**config.mk**
```make
export PLATFORM = sky130hd
export DESIGN_NAME = negate_instruction_unit
export DESIGN_NICKNAME = d
export VERILOG_FILES = /design/src/pkg/negate_pkg.sv /design/src/pkg/flag_if.sv /design/src/hdl/flag_eval.sv /design/src/hdl/negate_instruction_unit.sv
export SDC_FILE = /design/constraint.sdc
export NUM_CORES = 1
export LEC_CHECK = 0
export BUFFER_PORTS_ARGS = -buffer_cell sky130_fd_sc_hd__buf_4
export CORE_MARGIN = 2
export CORE_UTILIZATION = 40
export CTS_CLUSTER_SIZE = 20
export DETAILED_ROUTE_END_ITERATION = 7
export GPL_TIMING_DRIVEN = 0
export MAX_ROUTING_LAYER = met4
export PLACE_DENSITY = 0.67
export SLEW_MARGIN = 20
export SYNTH_ARGS = -nofsm -noshare
export SYNTH_HDL_FRONTEND = slang
export SYNTH_SLANG_ARGS = --single-unit
```
**constraint.sdc**
```tcl
create_clock -name core_clk -period 4.2 [get_ports core_clk]
set_input_delay 0.21 -clock core_clk [delete_from_list [all_inputs] [get_ports core_clk]]
set_output_delay 0.21 -clock core_clk [all_outputs]
set_load 0.05 [all_outputs]
```
**src/pkg/negate_pkg.sv**
```systemverilog
// shared constants and types for the negate instruction unit
package negate_pkg;

  // ---------------------------------------------------------------
  // software register port
  // ---------------------------------------------------------------
  localparam logic [1:0]  CTRL_OFFSET    = 2'h0;
  localparam logic [1:0]  CCR_OFFSET     = 2'h1;
  localparam int          CTRL_SAT_POS   = 0;
  localparam logic        SAT_RESET      = 1'b0;
  localparam logic [7:0]  CCR_RESET      = 8'h00;

  // ---------------------------------------------------------------
  // condition code byte layout
  // ---------------------------------------------------------------
  localparam int CCR_C_POS  = 0;
  localparam int CCR_V_POS  = 1;
  localparam int CCR_Z_POS  = 2;
  localparam int CCR_N_POS  = 3;
  localparam int CCR_U_POS  = 4;
  localparam int CCR_E_POS  = 5;
  localparam int CCR_L_POS  = 6;
  localparam int CCR_SZ_POS = 7;

  // ---------------------------------------------------------------
  // data values
  // ---------------------------------------------------------------
  localparam logic [35:0] MIN_ACC        = 36'h8_0000_0000;
  localparam logic [35:0] SAT_LIMIT      = 36'hF_8000_0000;
  localparam logic [7:0]  MIN_BYTE       = 8'h80;
  localparam logic [31:0] MIN_LONG       = 32'h8000_0000;
  localparam logic [23:0] PTR_STEP       = 24'h00_0001;
  localparam logic [3:0]  BE_LOW_BYTE    = 4'h1;
  localparam logic [3:0]  BE_HIGH_BYTE   = 4'h2;
  localparam logic [3:0]  BE_WORD        = 4'h3;
  localparam logic [3:0]  BE_LONG        = 4'hF;

  // ---------------------------------------------------------------
  // cycle counts, from acceptance to the done pulse
  // ---------------------------------------------------------------
  localparam int REG_OP_CYCLES       = 1;
  localparam int MEM_OP_SHORT_CYCLES = 3;
  localparam int MEM_OP_LONG_CYCLES  = 4;

  // ---------------------------------------------------------------
  // enumerations
  // ---------------------------------------------------------------
  typedef enum logic [1:0] {
    negate_register_op    = 2'b00,
    negate_byte_memory_op = 2'b01,
    negate_long_memory_op = 2'b10,
    op_none               = 2'b11
  } op_kind_t;

  typedef enum logic [1:0] {
    move_none  = 2'b00,
    move_read  = 2'b01,
    move_write = 2'b10,
    move_rsvd  = 2'b11
  } move_kind_t;

  typedef enum logic [2:0] {
    input_register_zero = 3'b000,
    second_input_high   = 3'b001,
    second_input_low    = 3'b010,
    accum_a             = 3'b011,
    accum_b             = 3'b100,
    accum_c             = 3'b101,
    accum_one_mid_word  = 3'b110,
    accum_two_mid_word  = 3'b111
  } move_reg_t;

  typedef enum logic [1:0] {
    size_acc  = 2'b00,
    size_byte = 2'b01,
    size_long = 2'b10,
    size_rsvd = 2'b11
  } flag_size_t;

  typedef enum logic [2:0] {
    st_idle = 3'b000,
    st_addr = 3'b001,
    st_read = 3'b010,
    st_wait = 3'b011,
    st_write = 3'b100
  } state_t;

endpackage : negate_pkg

```
**src/pkg/flag_if.sv**
```systemverilog
// interface between the negate datapath and its flag evaluator
`timescale 1ns/1ps
interface flag_if;
  import negate_pkg::*;

  logic [35:0] wide_val;
  logic [31:0] narrow_val;
  flag_size_t  size;
  logic        e_flag;
  logic        u_flag;
  logic        n_flag;
  logic        z_flag;

  modport calc (
    input  wide_val,
    input  narrow_val,
    input  size,
    output e_flag,
    output u_flag,
    output n_flag,
    output z_flag
  );

  modport user (
    output wide_val,
    output narrow_val,
    output size,
    input  e_flag,
    input  u_flag,
    input  n_flag,
    input  z_flag
  );
endinterface : flag_if

```
**src/hdl/flag_eval.sv**
```systemverilog
// extension, unnormalized, negative and zero flag evaluation
`timescale 1ns/1ps
module flag_eval
  import negate_pkg::*;
(
  // flag request and answer
  flag_if.calc fl
);

  // ---------------------------------------------------------------
  // extension and normalisation on the wide value
  // ---------------------------------------------------------------
  // byte results arrive left aligned and long results sign-extended to 36 bits, so one test serves all widths
  function automatic logic ext_in_use(input logic [35:0] v);
    ext_in_use = !((&v[35:31]) || !(|v[35:31]));
  endfunction : ext_in_use

  always_comb
  begin
    fl.e_flag = ext_in_use(fl.wide_val);
    fl.u_flag = (fl.wide_val[31] == fl.wide_val[30]);
    case (fl.size)
      size_byte:
      begin
        fl.n_flag = fl.narrow_val[7];
        fl.z_flag = (fl.narrow_val[7:0] == 8'h00);
      end
      size_long:
      begin
        fl.n_flag = fl.narrow_val[31];
        fl.z_flag = (fl.narrow_val == 32'h0000_0000);
      end
      default:
      begin
        fl.n_flag = fl.wide_val[35];
        fl.z_flag = (fl.wide_val == 36'h0_0000_0000);
      end
    endcase
  end

endmodule : flag_eval

```
**src/hdl/negate_instruction_unit.sv**
```systemverilog
// negate instruction datapath: register, byte memory and long memory negate
`timescale 1ns/1ps
// Behaviour
// - register negate sets N from MSB, Z on zero
// - register negate sets V on overflow
// - register negate sets C on borrow from MSB
// - register negate with move: one word, one cycle
// - plain register negate takes one cycle
// - storing the arithmetic destination to memory is allowed
// - byte negate sign-extends byte to 20 bits
// - byte negate writes back only low byte
// - byte N,Z,V,C from 8 bits; E,U from 20
// - byte negate absolute addresses are byte addresses
// - word address is byte address halved, odd upper
// - byte negate ignores saturation, never limited
// - byte E on extension use, U unnormalized
// - byte N from bit 7, C borrow bit 7
// - byte negate three or four cycles by address size
// - long negate writes back 32-bit result
// - long flags from 32 bits; E,U from 36
// - 16-bit destination sign-extended, sixteen zeros appended
// - most negative value limited only with saturation
module negate_instruction_unit
  import negate_pkg::*;
(
  // clock and reset
  input  wire logic        core_clk,
  input  wire logic        rst,
  // software register port
  input  wire logic [1:0]  reg_addr,
  input  wire logic [15:0] reg_wdata,
  input  wire logic        reg_wr,
  input  wire logic        reg_rd,
  output logic      [15:0] reg_rdata,
  // operation request
  input  wire logic        op_valid,
  input  wire op_kind_t    op_kind,
  input  wire logic        op_long_addr,
  input  wire logic        op_dest_16,
  input  wire logic [35:0] op_operand,
  input  wire logic [23:0] op_addr,
  output logic             op_ready,
  // parallel move request
  input  wire move_kind_t  move_kind,
  input  wire logic        move_plus_n,
  input  wire logic [23:0] move_ptr,
  input  wire logic [23:0] move_offset,
  input  wire logic [15:0] move_src,
  input  wire move_reg_t   move_dst,
  // results
  output logic             op_done,
  output logic      [35:0] res_value,
  output logic      [7:0]  condition_code_byte,
  output logic             ptr_valid,
  output logic      [23:0] ptr_value,
  output logic             load_valid,
  output logic      [15:0] load_data,
  output move_reg_t        load_dst,
  // data memory
  output logic      [23:0] mem_addr,
  output logic             mem_rd,
  output logic             mem_wr,
  output logic      [3:0]  mem_be,
  output logic      [31:0] mem_wdata,
  input  wire logic [31:0] mem_rdata
);

  // ---------------------------------------------------------------
  // state
  // ---------------------------------------------------------------
  state_t      state_reg,      state_next;
  op_kind_t    kind_reg,       kind_next;
  logic        odd_reg,        odd_next;
  logic [23:0] addr_reg,       addr_next;
  logic        sat_reg,        sat_next;
  logic [7:0]  ccr_reg,        ccr_next;
  logic [15:0] rdata_reg,      rdata_next;
  logic        ready_reg,      ready_next;
  logic        done_reg,       done_next;
  logic [35:0] res_reg,        res_next;
  logic        pvalid_reg,     pvalid_next;
  logic [23:0] ptr_reg,        ptr_next;
  logic        lpend_reg,      lpend_next;
  move_reg_t   lpdst_reg,      lpdst_next;
  logic        lvalid_reg,     lvalid_next;
  logic [15:0] ldata_reg,      ldata_next;
  move_reg_t   ldst_reg,       ldst_next;
  logic [23:0] maddr_reg,      maddr_next;
  logic        mrd_reg,        mrd_next;
  logic        mwr_reg,        mwr_next;
  logic [3:0]  mbe_reg,        mbe_next;
  logic [31:0] mwdata_reg,     mwdata_next;

  flag_if fl ();

  flag_eval u_flag_eval (
    .fl (fl.calc)
  );

  // ---------------------------------------------------------------
  // arithmetic helpers
  // ---------------------------------------------------------------
  function automatic logic [35:0] widen_16(input logic [15:0] v);
    widen_16 = {{4{v[15]}}, v, 16'h0000};
  endfunction : widen_16

  function automatic logic [7:0] pick_byte(input logic [31:0] w, input logic odd);
    pick_byte = odd ? w[15:8] : w[7:0];
  endfunction : pick_byte

  // ---------------------------------------------------------------
  // datapath terms
  // ---------------------------------------------------------------
  logic        accept;
  logic [35:0] reg_operand;
  logic [35:0] reg_neg;
  logic        reg_ovf;
  logic [35:0] reg_result;
  logic [7:0]  mem_byte;
  logic [19:0] byte_neg;
  logic [31:0] mem_long;
  logic [35:0] long_neg;

  always_comb
  begin
    accept      = ready_reg && op_valid;
    reg_operand = op_dest_16 ? widen_16(op_operand[15:0]) : op_operand;
    reg_neg     = 36'h0_0000_0000 - reg_operand;
    reg_ovf     = (reg_operand == MIN_ACC);
    // negating the most negative value leaves it unchanged unless limited
    reg_result  = (reg_ovf && sat_reg) ? SAT_LIMIT : reg_neg;
    mem_byte    = pick_byte(mem_rdata, odd_reg);
    byte_neg    = 20'h0_0000 - {{12{mem_byte[7]}}, mem_byte};
    mem_long    = mem_rdata;
    long_neg    = 36'h0_0000_0000 - {{4{mem_long[31]}}, mem_long};
    // flag evaluator sees the memory result only while its data are on the bus
    if (state_reg == st_wait && kind_reg == negate_byte_memory_op)
    begin
      fl.wide_val   = {byte_neg, 16'h0000};
      fl.narrow_val = {24'h00_0000, byte_neg[7:0]};
      fl.size       = size_byte;
    end
    else if (state_reg == st_wait)
    begin
      fl.wide_val   = long_neg;
      fl.narrow_val = long_neg[31:0];
      fl.size       = size_long;
    end
    else
    begin
      fl.wide_val   = reg_result;
      fl.narrow_val = reg_result[35:4];
      fl.size       = size_acc;
    end
  end

  // ---------------------------------------------------------------
  // next state
  // ---------------------------------------------------------------
  always_comb
  begin
    state_next  = state_reg;
    kind_next   = kind_reg;
    odd_next    = odd_reg;
    addr_next   = addr_reg;
    sat_next    = sat_reg;
    ccr_next    = ccr_reg;
    rdata_next  = 16'h0000;
    done_next   = 1'b0;
    res_next    = res_reg;
    pvalid_next = 1'b0;
    ptr_next    = ptr_reg;
    lpend_next  = 1'b0;
    lpdst_next  = lpdst_reg;
    lvalid_next = 1'b0;
    ldata_next  = ldata_reg;
    ldst_next   = ldst_reg;
    maddr_next  = maddr_reg;
    mrd_next    = 1'b0;
    mwr_next    = 1'b0;
    mbe_next    = mbe_reg;
    mwdata_next = mwdata_reg;

    // software access; hardware flag updates below take precedence
    if (reg_wr && reg_addr == CTRL_OFFSET)
    begin
      sat_next = reg_wdata[CTRL_SAT_POS];
    end
    if (reg_wr && reg_addr == CCR_OFFSET)
    begin
      ccr_next = reg_wdata[7:0];
    end
    if (reg_rd)
    begin
      case (reg_addr)
        CTRL_OFFSET: rdata_next = {15'h0000, sat_reg};
        CCR_OFFSET:  rdata_next = {8'h00, ccr_reg};
        default:     rdata_next = 16'h0000;
      endcase
    end

    // parallel read data return one cycle after the strobe
    if (lpend_reg)
    begin
      lvalid_next = 1'b1;
      ldata_next  = mem_rdata[15:0];
      ldst_next   = lpdst_reg;
    end

    case (state_reg)
      st_idle:
      begin
        if (accept && op_kind == negate_register_op)
        begin
          done_next                = 1'b1;
          res_next                 = reg_result;
          ccr_next[CCR_N_POS]      = fl.n_flag;
          ccr_next[CCR_Z_POS]      = fl.z_flag;
          ccr_next[CCR_V_POS]      = reg_ovf;
          ccr_next[CCR_C_POS]      = (reg_operand != 36'h0_0000_0000);
          ccr_next[CCR_E_POS]      = fl.e_flag;
          ccr_next[CCR_U_POS]      = fl.u_flag;
          ccr_next[CCR_L_POS]      = ccr_reg[CCR_L_POS] | reg_ovf;
          if (move_kind == move_read || move_kind == move_write)
          begin
            pvalid_next = 1'b1;
            ptr_next    = move_ptr + (move_plus_n ? move_offset : PTR_STEP);
            maddr_next  = move_ptr;
            mbe_next    = BE_WORD;
          end
          if (move_kind == move_read)
          begin
            // a read into the arithmetic destination is not guarded here
            mrd_next   = 1'b1;
            lpend_next = 1'b1;
            lpdst_next = move_dst;
          end
          if (move_kind == move_write)
          begin
            // the stored value is the one presented before this negate
            mwr_next    = 1'b1;
            mwdata_next = {16'h0000, move_src};
          end
        end
        else if (accept && (op_kind == negate_byte_memory_op ||
                            op_kind == negate_long_memory_op))
        begin
          kind_next = op_kind;
          if (op_kind == negate_byte_memory_op)
          begin
            odd_next  = op_addr[0];
            addr_next = {1'b0, op_addr[23:1]};
          end
          else
          begin
            odd_next  = 1'b0;
            addr_next = op_addr;
          end
          // an extended absolute address costs one more fetch cycle
          if (op_long_addr)
          begin
            state_next = st_addr;
          end
          else
          begin
            state_next = st_read;
            mrd_next   = 1'b1;
          end
        end
      end
      st_addr:
      begin
        state_next = st_read;
        mrd_next   = 1'b1;
      end
      st_read:
      begin
        state_next = st_wait;
      end
      st_wait:
      begin
        state_next          = st_write;
        mwr_next            = 1'b1;
        done_next           = 1'b1;
        ccr_next[CCR_N_POS] = fl.n_flag;
        ccr_next[CCR_Z_POS] = fl.z_flag;
        ccr_next[CCR_E_POS] = fl.e_flag;
        ccr_next[CCR_U_POS] = fl.u_flag;
        if (kind_reg == negate_byte_memory_op)
        begin
          res_next            = {{16{byte_neg[19]}}, byte_neg};
          mbe_next            = odd_reg ? BE_HIGH_BYTE : BE_LOW_BYTE;
          mwdata_next         = {16'h0000, byte_neg[7:0], byte_neg[7:0]};
          ccr_next[CCR_V_POS] = (mem_byte == MIN_BYTE);
          ccr_next[CCR_C_POS] = (mem_byte != 8'h00);
        end
        else
        begin
          res_next            = long_neg;
          mbe_next            = BE_LONG;
          mwdata_next         = long_neg[31:0];
          ccr_next[CCR_V_POS] = (mem_long == MIN_LONG);
          ccr_next[CCR_C_POS] = (mem_long != 32'h0000_0000);
        end
      end
      st_write:
      begin
        state_next = st_idle;
      end
      default:
      begin
        state_next = st_idle;
      end
    endcase

    // the address moves with the read strobe of a memory negate
    if (mrd_next && state_next == st_read)
    begin
      maddr_next = addr_next;
      mbe_next   = (kind_next == negate_long_memory_op) ? BE_LONG : BE_WORD;
    end
    ready_next = (state_next == st_idle);
  end

  // ---------------------------------------------------------------
  // registers
  // ---------------------------------------------------------------
  always_ff @(posedge core_clk)
  begin
    if (rst)
    begin
      state_reg  <= st_idle;
      kind_reg   <= negate_register_op;
      odd_reg    <= 1'b0;
      addr_reg   <= 24'h00_0000;
      sat_reg    <= SAT_RESET;
      ccr_reg    <= CCR_RESET;
      rdata_reg  <= 16'h0000;
      ready_reg  <= 1'b0;
      done_reg   <= 1'b0;
      res_reg    <= 36'h0_0000_0000;
      pvalid_reg <= 1'b0;
      ptr_reg    <= 24'h00_0000;
      lpend_reg  <= 1'b0;
      lpdst_reg  <= input_register_zero;
      lvalid_reg <= 1'b0;
      ldata_reg  <= 16'h0000;
      ldst_reg   <= input_register_zero;
      maddr_reg  <= 24'h00_0000;
      mrd_reg    <= 1'b0;
      mwr_reg    <= 1'b0;
      mbe_reg    <= 4'h0;
      mwdata_reg <= 32'h0000_0000;
    end
    else
    begin
      state_reg  <= state_next;
      kind_reg   <= kind_next;
      odd_reg    <= odd_next;
      addr_reg   <= addr_next;
      sat_reg    <= sat_next;
      ccr_reg    <= ccr_next;
      rdata_reg  <= rdata_next;
      ready_reg  <= ready_next;
      done_reg   <= done_next;
      res_reg    <= res_next;
      pvalid_reg <= pvalid_next;
      ptr_reg    <= ptr_next;
      lpend_reg  <= lpend_next;
      lpdst_reg  <= lpdst_next;
      lvalid_reg <= lvalid_next;
      ldata_reg  <= ldata_next;
      ldst_reg   <= ldst_next;
      maddr_reg  <= maddr_next;
      mrd_reg    <= mrd_next;
      mwr_reg    <= mwr_next;
      mbe_reg    <= mbe_next;
      mwdata_reg <= mwdata_next;
    end
  end

  // ---------------------------------------------------------------
  // outputs
  // ---------------------------------------------------------------
  assign reg_rdata           = rdata_reg;
  assign op_ready            = ready_reg;
  assign op_done             = done_reg;
  assign res_value           = res_reg;
  assign condition_code_byte = ccr_reg;
  assign ptr_valid           = pvalid_reg;
  assign ptr_value           = ptr_reg;
  assign load_valid          = lvalid_reg;
  assign load_data           = ldata_reg;
  assign load_dst            = ldst_reg;
  assign mem_addr            = maddr_reg;
  assign mem_rd              = mrd_reg;
  assign mem_wr              = mwr_reg;
  assign mem_be              = mbe_reg;
  assign mem_wdata           = mwdata_reg;

endmodule : negate_instruction_unit

```
**Yosys cells after proc, flatten, opt, wreduce, memory -nomap -nowiden**

Index checks and enable logic that the tools add are counted.

- Bits in registers: 204
- Bits of input ports: 189
- Logic and storage cells: 151
- Output and inout port bits: 169

- Bitwise gates (word level): 4
- Equality and inequality tests: 21
- Muxes and demuxes: 60
- Reductions and logical operators: 39
- Add/sub/neg operators: 4

Operators with widths:

| operator | count |
|---|---|
| $mux W24 | 9 |
| $mux W36 | 6 |
| $mux W32 | 5 |
| $pmux W36 S2 | 1 |
| $pmux W32 S2 | 1 |
| $eq A36 B36 Y1 const B | 1 |
| $logic_not A36 Y1 | 1 |
| $reduce_bool A36 Y1 | 1 |
| $sub A1 B36 Y36 const A | 1 |
| $sub A1 B32 Y33 const A | 1 |
| $eq A32 B32 Y1 const B | 1 |
| $logic_not A32 Y1 | 1 |
| $reduce_bool A32 Y1 | 1 |
| $add A24 B24 Y24 | 1 |
| $mux W4 | 5 |
| $reduce_and A3 Y1 | 6 |
| $mux W2 | 8 |
| $pmux W8 S2 | 1 |
| $mux W7 | 2 |
| $pmux W3 S4 | 1 |
| $pmux W6 S2 | 1 |
| $mux W1 | 11 |
| $eq A2 B1 Y1 const B | 5 |
| $pmux W1 S2 | 5 |
| other kinds (27) | 52 |

**Logic depth before layout (Yosys ltp)**

Gate-level depths: netlist of the first run.

- Word-level depth: 12
- Gate-level depth with buffers: 17
- Mapped depth without buffers: 14

**By module**

From an unflattened synthesis of the first run, not the netlist that was laid out.

- Cells, all modules: 1,588
- Area, all modules: 12,126.6 sq um

Modules (own cells, without submodules):

| module | seq. area each (sq um) | area an instance (sq um) | instances | cells each |
|---|---|---|---|---|
| negate_instruction_unit | 3,903.7 | 11,846.4 | 1 | 1,546 |
| flag_eval | 0.0 | 280.3 | 1 | 42 |

**Least setup slack after synthesis of the first run**

OpenSTA, ideal clock, no wires.

- Kind: register to register
- From: register odd_reg
- To: register ccr_reg[2], in the netlist condition_code_byte[2]
- Slack: 0.579 ns
- Cell stages (with the launch flop): 16
- Arrival: 3.564 ns
- Path buffers: 3
- Library setup time: 0.057 ns
- Required time: 4.143 ns
- Clock period less this slack: 3.621 ns
- Path through: dfxtp_1 buf_1 clkbuf_1 mux2i_1 ha_1 nor4b_1 nor2_1 or2_2 and3_1 clkbuf_1 nor2_1 ha_1 nand3b_1 a2111oi_0 a2bb2oi_1 a21o_1

- Word-level cells in the longest chain between the ends: 7
- Elaborated cells on any way between the ends: 10
- Those cells by class: 1 x add/sub; 6 x mux; 3 x reduce/logical

RTL lines:

| what | line | text |
|---|---|---|
| start, declared | negate_instruction_unit.sv:73 | `logic odd_reg, odd_next;` |
| start signal, assigned | negate_instruction_unit.sv:359 | `odd_reg <= odd_next;` |
| $mux W8 (*) | negate_instruction_unit.sv:108 | `pick_byte = odd ? w[15:8] : w[7:0];` |
| $sub A1 B8 Y9 (*) | negate_instruction_unit.sv:133 | `byte_neg = 20'h0_0000 - {{12{mem_byte[7]}}, mem_byte};` |
| $mux W36 / $mux W32 (equally long branches) | negate_instruction_unit.sv:137 | `if (state_reg == st_wait && kind_reg == negate_byte_memory_op)` |
| $logic_not A36 Y1 (tied with other cells) | flag_eval.sv:36 | `fl.z_flag = (fl.wide_val == 36'h0_0000_0000);` |
| $pmux W1 S2 (*) | flag_eval.sv:22 | `case (fl.size)` |
| $mux W7 | negate_instruction_unit.sv:213 | `if (accept && op_kind == negate_register_op)` |
| $pmux W6 S2 (*) | negate_instruction_unit.sv:210 | `case (state_reg)` |
| end signal, assigned | negate_instruction_unit.sv:362 | `ccr_reg <= ccr_next;` |
| end, declared | negate_instruction_unit.sv:76 | `logic [7:0] ccr_reg, ccr_next;` |

Mark *: on every way between the ends. The rest lies on a longest branch, timed or not.
A chain may end at the register's enable or synchronous reset.

**Worst setup path after layout of the first run**

- From: register odd_reg
- To: register res_reg[13], in the netlist res_value[13]

- Word-level cells in the longest chain between the ends: 4

RTL lines:

| what | line | text |
|---|---|---|
| $mux W8 | negate_instruction_unit.sv:108 |  |
| $sub A1 B8 Y9 | negate_instruction_unit.sv:133 |  |
| $mux W36 | negate_instruction_unit.sv:289 | `if (kind_reg == negate_byte_memory_op)` |
| $pmux W36 S2 | negate_instruction_unit.sv:210 |  |
| end signal, assigned | negate_instruction_unit.sv:366 | `res_reg <= res_next;` |
| end, declared | negate_instruction_unit.sv:80 | `logic [35:0] res_reg, res_next;` |

No other way between the ends.

==> results of run 1 <==
final cells by class:
type / instances / share of cell area
multi-input combinational: 1218 / 0.483
sequential: 195 / 0.249
timing repair buffer: 325 / 0.156
buffer: 126 / 0.0339
tap: 390 / 0.0312
clock buffer: 17 / 0.0272
clock inverter: 15 / 0.0139
inverter: 21 / 0.00503
cells by family (layout without fill, tap and decap cells):
logic type / Yosys count / count (layout) / share of synthesized area
simple gates: 650 / 650 / 0.265
compound gates: 385 / 385 / 0.214
flops: 195 / 195 / 0.325
buf+inv: 148 / 504 / 0.0502
xor+xnor: 74 / 74 / 0.0539
mux: 69 / 69 / 0.0578
fa+ha+maj: 32 / 32 / 0.0340
other cells: 1 / 8 / 0.000312
how the worst max path moves through the flow:
| stage | slack, ns | end | depth (start not counted) |
|---|---|---|---|
| 6_report | 0.20 | res_value[13]$_SDFFE_PP0P_ | 13 |
| 5_1_grt | 0.02 | condition_code_byte[2]$_SDFF_PP0_ | 15 |
| 4_1_cts | 0.02 | condition_code_byte[2]$_SDFF_PP0_ | 17 |
| 3_5_place_dp | -0.67 | condition_code_byte[2]$_SDFF_PP0_ | 17 |
| 3_3_place_gp | -0.66 | condition_code_byte[2]$_SDFF_PP0_ | 17 |
| 2_1_floorplan | 0.58 | condition_code_byte[2]$_SDFF_PP0_ | 15 |
cell usage in the layout, fill, tap and decap left out, types with 14 or more instances in the layout:
master / count
nand3_1: 33
nor4_1: 26
a31oi_1: 14
nor2_1: 195
buf_4: 333
xnor2_1: 41
xor2_1: 33
a311oi_1: 31
inv_1: 20
a21oi_1: 127
and2_0: 23
clkbuf_16: 17
dfxtp_1: 195
o31ai_1: 17
nor3_1: 58
nand2_1: 160
and2_1: 32
mux2i_1: 66
o21ai_0: 40
or3_1: 16
clkbuf_1: 99
a211oi_1: 72
nor2b_1: 14
ha_1: 31
worst min-delay path: stages:
cell and delay (ns):
buf_4 0.11, nand3_1 0.06, a21oi_1 0.05
metal layers:
layer	share of wire	GRT usage
met5	0	-
met1	0.44	0.441
met2	0.44	0.483
met4	0.032	0.0990
met3	0.084	0.0563
metrics by stage:
step,hold slack [ns],setup TNS [ns],util,setup slack [ns]
global route,0.00321,0,0.528,0.0182
detailed placement,0.411,-3.90,0.505,-0.671
global placement,0.405,-3.66,0.505,-0.656
finish,0.0165,0,0.528,0.204
CTS,0.00485,0,0.527,0.0241
floorplan,0.287,0,-,0.579
power by group:
part | internal, mW | leakage [nW] | switching (mW)
Clock | 0.849 | 0.309 | 0.943
Combinational | 0.441 | 4.35 | 0.796
Sequential | 1.92 | 1.58 | 0.0453
timing repair:
item / in CTS / in global routing
hold buffers: 2 / 0
endpoints found under the hold margin: 2 / 0
endpoints found under the setup margin: 14 / 2
gates resized for setup: 7 / 9
==> impl_metrics.toml, run 1 <==
[route]
vias_per_cell = 5.79
dr.pass1.iters = 5
drc = 0
wl_per_cell_microns = 22.1
vias = 13400
ant_nets = 0
first_iter_violations = 1339
routed_wl_microns = 50900

[global_routing]
track_usage = 0.322
antenna_found_initial = 0
grt_pass1_wl_microns = 74600
grt_pass1_vias = 12400
grt_max_degree = 25
grt_overflow = 0

[cells_and_area]
drive_gt1_frac = 0.210
largest_reg_flops = 36
fin_cells = 2307
seq_area_sq_um = 3900
multi_input_area_sq_um = 7570
final_area_sq_um = 15700
area_growth_pct = 30.3
fill_cells = 2952
diodes = 0
nets = 2125

[clock_network]
htreeDepth = 4
cts_tree = "built"
post-cts-setup-buffers = 0
clock-sinks = 195
clk_pin_slew_ns = 0.09
numCtsBuffers = 17
clock_latency_ns = 0.46
clk_path_buf_depth = 2
root_buffer = "clkbuf_16"

[logic_synthesis]
yosys-top-cells-area = "dfxtp_1 (32%), nor2_1 (6.2%), mux2i_1 (5.5%)"
synth_top_area_frac = 0.325
ys_async_sr_fraction = 0
yosysSeqAreaShare = 0.325
synth_enable_flop_cells = 0
synth_area_leader_cell = "dfxtp_1"
synth-seq-cells = 195
yosys_warnings = 0
yosysMostFrequentCell = "nor2_1"
synthesis.area_sq_um = 12000
ys.flop_type = "dfxtp_1"
synthTopCellsByCount = "nor2_1 (198), dfxtp_1 (195), nand2_1 (160)"
avgSynthCellArea_sq_um = 7.73
synth_cell_types = 78
syn_inst = 1554

[status]
outcome = "finished clean"

[setup_path]
crit_fanout = 10
cp_cell_sequence = "clkbuf_4, clkbuf_4, mux2i_1, ha_1, nor4bb_2, nor2_1, or2_2, and3_1, clkbuf_1, nor2_2, inv_1, a221oi_1, nor3_1"
crit_type = "reg -> reg"
arrival_ns = 4.30
crit_family = "simple AND/OR/NAND/NOR gates"
crit_path_end_kind = "flop"
cp.required_ns = 4.51
rrSetupSlack_ns = 0.20
r2r-end = "res_value[13]$_SDFFE_PP0P_"
crit_start = "odd_reg$_SDFFE_PP0P_"
crit_slowest_cell = "a221oi_1"
start_kind = "flop"
cp_slowest_stage_delay_ns = 0.56
r2r-start = "odd_reg$_SDFFE_PP0P_"
path_common_cell = "clkbuf_4"
reg2reg_depth = 13
path_buf_inv = 4

[sta]
period_share = 0.951
max_freq_ghz = 0.250
setup_viol = 0
rsz0062_at_grt = "false"
drv_slew = 0
period_minus_slack_ns = 4.00
hold_viol = 0
finClkSkew_ns = 0.0207
max_slew_margin = 0.326
worst_pin_slew_ns = 1.01

[floorplan]
initial_core_util = 0.405
core_sq_um = 29600
ios = 358
die_w_microns = 177
rows = 63
die_y_microns = 177
dieArea_sq_um = 31400

[hold_path]
hold_class = "in -> reg"
min_to = "lpdst_reg[0]$_SDFFE_PP0P_"
min_from = "move_dst[0]"
holdPathStages = 3

[power_and_ir_drop]
p_total_mw = 4.99
max-vdd-ir-drop_uv = 264
powerDensity_nw_per_um2 = 319
leakagePower_nw = 6.23

[place]
gp_congestion = 0.966
place_area_sq_um = 15000
placedCellCount = 2274
portBuffers = 323
hpwlAfterDp_microns = 41000

[job]
cap_violations = 0
(Power assumes the default switching activity.)
==> run 2, diff against run 1 <==
==> constraint.sdc (replaced) <==
create_clock -name core_clk -period 3.9 [get_ports core_clk]
set_input_delay 0.195 -clock core_clk [delete_from_list [all_inputs] [get_ports core_clk]]
set_output_delay 0.195 -clock core_clk [all_outputs]
set_load 0.05 [all_outputs]
==> run 2 against run 1 <==
Compared with the run above:
- die area stayed put
- non-clock buffer count increased by 4
- via count hardly changed
- hold slack gained 0.020 ns
- cell area increased by 0.31%
- critical endpoint is now condition_code_byte[2]$_SDFF_PP0_
- largest power group unchanged
==> impl_metrics.toml, run 2 (synthesized netlist as in run 1, its figures left out) <==
[status]
outcome = "finished clean"

[cells_and_area]
nets = 2129
diodes = 0
final_common_cell = "buf_4"
final_area_sq_um = 15700
most-common-layout-cells = "buf_4 (334), nor2_1 (195), dfxtp_1 (194)"
largest_reg_flops = 36
drive_gt1_frac = 0.210
area_growth_pct = 30.7

[place]
gp_congestion = 0.966
portBuffers = 323
place_area_sq_um = 15000
hpwlAfterDp_microns = 41000

[clock_network]
root_buffer = "clkbuf_16"
clk_path_buf_depth = 2
numCtsBuffers = 17
clock-sinks = 195
clock_latency_ns = 0.45
clk_pin_slew_ns = 0.09
htreeDepth = 4
cts_tree = "built"

[route]
vias_per_cell = 5.79
routed_wl_microns = 50900
ant_nets = 0
dr.pass1.iters = 6
wl_per_cell_microns = 22.0
first_iter_violations = 1283
drc = 0
vias = 13400

[floorplan]
ios = 358
dieArea_sq_um = 31400
core_sq_um = 29600
die_y_microns = 177
die_w_microns = 177
rows = 63
initial_core_util = 0.405

[power_and_ir_drop]
max-vdd-ir-drop_uv = 283
powerDensity_nw_per_um2 = 342
p_total_mw = 5.37
leakagePower_nw = 6.25

[setup_path]
crit_type = "reg -> reg"
start_kind = "flop"
path_common_cell = "ha_1"
cp_slowest_stage_delay_ns = 0.41
crit_family = "simple AND/OR/NAND/NOR gates"
path_buf_inv = 2
crit_fanout = 10
cp_cell_sequence = "buf_4, clkbuf_4, mux2i_1, ha_1, nor4bb_2, nor2_1, or2_2, and3_2, nor2_2, ha_1, nand3b_1, a2111oi_2, a2bb2oi_1, a21o_1"
cp.required_ns = 4.29
crit_path_end_kind = "flop"
crit_slowest_cell = "dfxtp_2"
arrival_ns = 4.09

[sta]
period_share = 0.948
max_freq_ghz = 0.271
rsz0062_at_grt = "false"
finClkSkew_ns = 0.0203
period_minus_slack_ns = 3.70
max_slew_margin = 0.315
worst_pin_slew_ns = 1.02
setup_viol = 0
hold_viol = 0
drv_slew = 0

[global_routing]
grt_pass1_wl_microns = 74900
grt_overflow = 0
grt_pass1_vias = 12400
track_usage = 0.323
grt_max_degree = 25
antenna_found_initial = 0

[hold_path]
hold_class = "in -> reg"

[job]
cap_violations = 0
==> run 2: cell types whose count changed in the layout (fill, tap and decap cells not counted) <==
cell and delta:
and3_1 -1, dfxtp_2 +1, clkbuf_1 -1, and3_2 +1, dfxtp_1 -1, dlygate4sd3_1 +5, clkbuf_4 -1, buf_4 +1
==> run 2: where the power goes <==
part / switching (mW) / leakage, nW / internal (mW) / total (mW)
combinational: 0.857 / 4.37 / 0.478 / 1.34
clock: 1.01 / 0.309 / 0.914 / 1.93
sequential: 0.0491 / 1.58 / 2.07 / 2.11
total: 1.92 / 6.25 / 3.46 / 5.37
==> run 2: final cells by class <==
type / count / area (sq um)
sequential: 195 / 3910
multi-input combinational: 1218 / 7570
clock inverter: 15 / 218
tap: 390 / 488
fill: 2948 / 13900
timing repair buffer: 330 / 2490
inverter: 21 / 78.8
buffer: 125 / 527
clock buffer: 17 / 425
==> run 2: worst reg2reg max path, cell delays in order, from the launching register on <==
cell and delay [ns]:
dfxtp_2 0.41, buf_4 0.22, clkbuf_4 0.27, mux2i_1 0.21, ha_1 0.23, nor4bb_2 0.29
nor2_1 0.14, or2_2 0.36, and3_2 0.28, nor2_2 0.21, ha_1 0.18, nand3b_1 0.09
a2111oi_2 0.40, a2bb2oi_1 0.22, a21o_1 0.14
==> run 2: final timing paths <==
path	startpoint	to	slack, ns	cells after the start
worst max register to register	odd_reg$_SDFFE_PP0P_	condition_code_byte[2]$_SDFF_PP0_	0.20	14
worst min register to register	ptr_value[22]$_SDFFE_PP0P_	ptr_value[22]$_SDFFE_PP0P_	0.46	2
worst min-delay path	reg_rd	reg_rdata[0]$_SDFF_PP0_	0.04	2
worst max-delay path	odd_reg$_SDFFE_PP0P_	condition_code_byte[2]$_SDFF_PP0_	0.20	14
==> run 2: layer usage <==
metal,vias to the layer above,part of all wire,GRT usage
met5,-,0,-
met4,0,0.034,0.103
met3,97,0.085,0.0555
met2,667,0.44,0.483
met1,6309,0.44,0.442
li1,6298,-,-
==> run 2: repair_timing <==
item                       CTS  global route
setup endpoints to repair   24             6
setup buffers                0             0
gates resized for setup     15             2
hold endpoints to repair     7             0
hold buffers                 7             0
==> run 2: metrics by stage <==
stage,worst slack [ns],std cells,util,hold WS [ns],TNS (ns)
after floorplan,0.279,1561,-,0.272,0
after global placement,-0.941,2274,0.505,0.390,-9.98
after detailed placement,-0.956,2274,0.505,0.396,-10.46
after CTS,0.0260,2312,0.530,0.0259,0
after global routing,0.000155,2311,0.530,0.0311,0
final,0.204,2311,0.530,0.0364,0
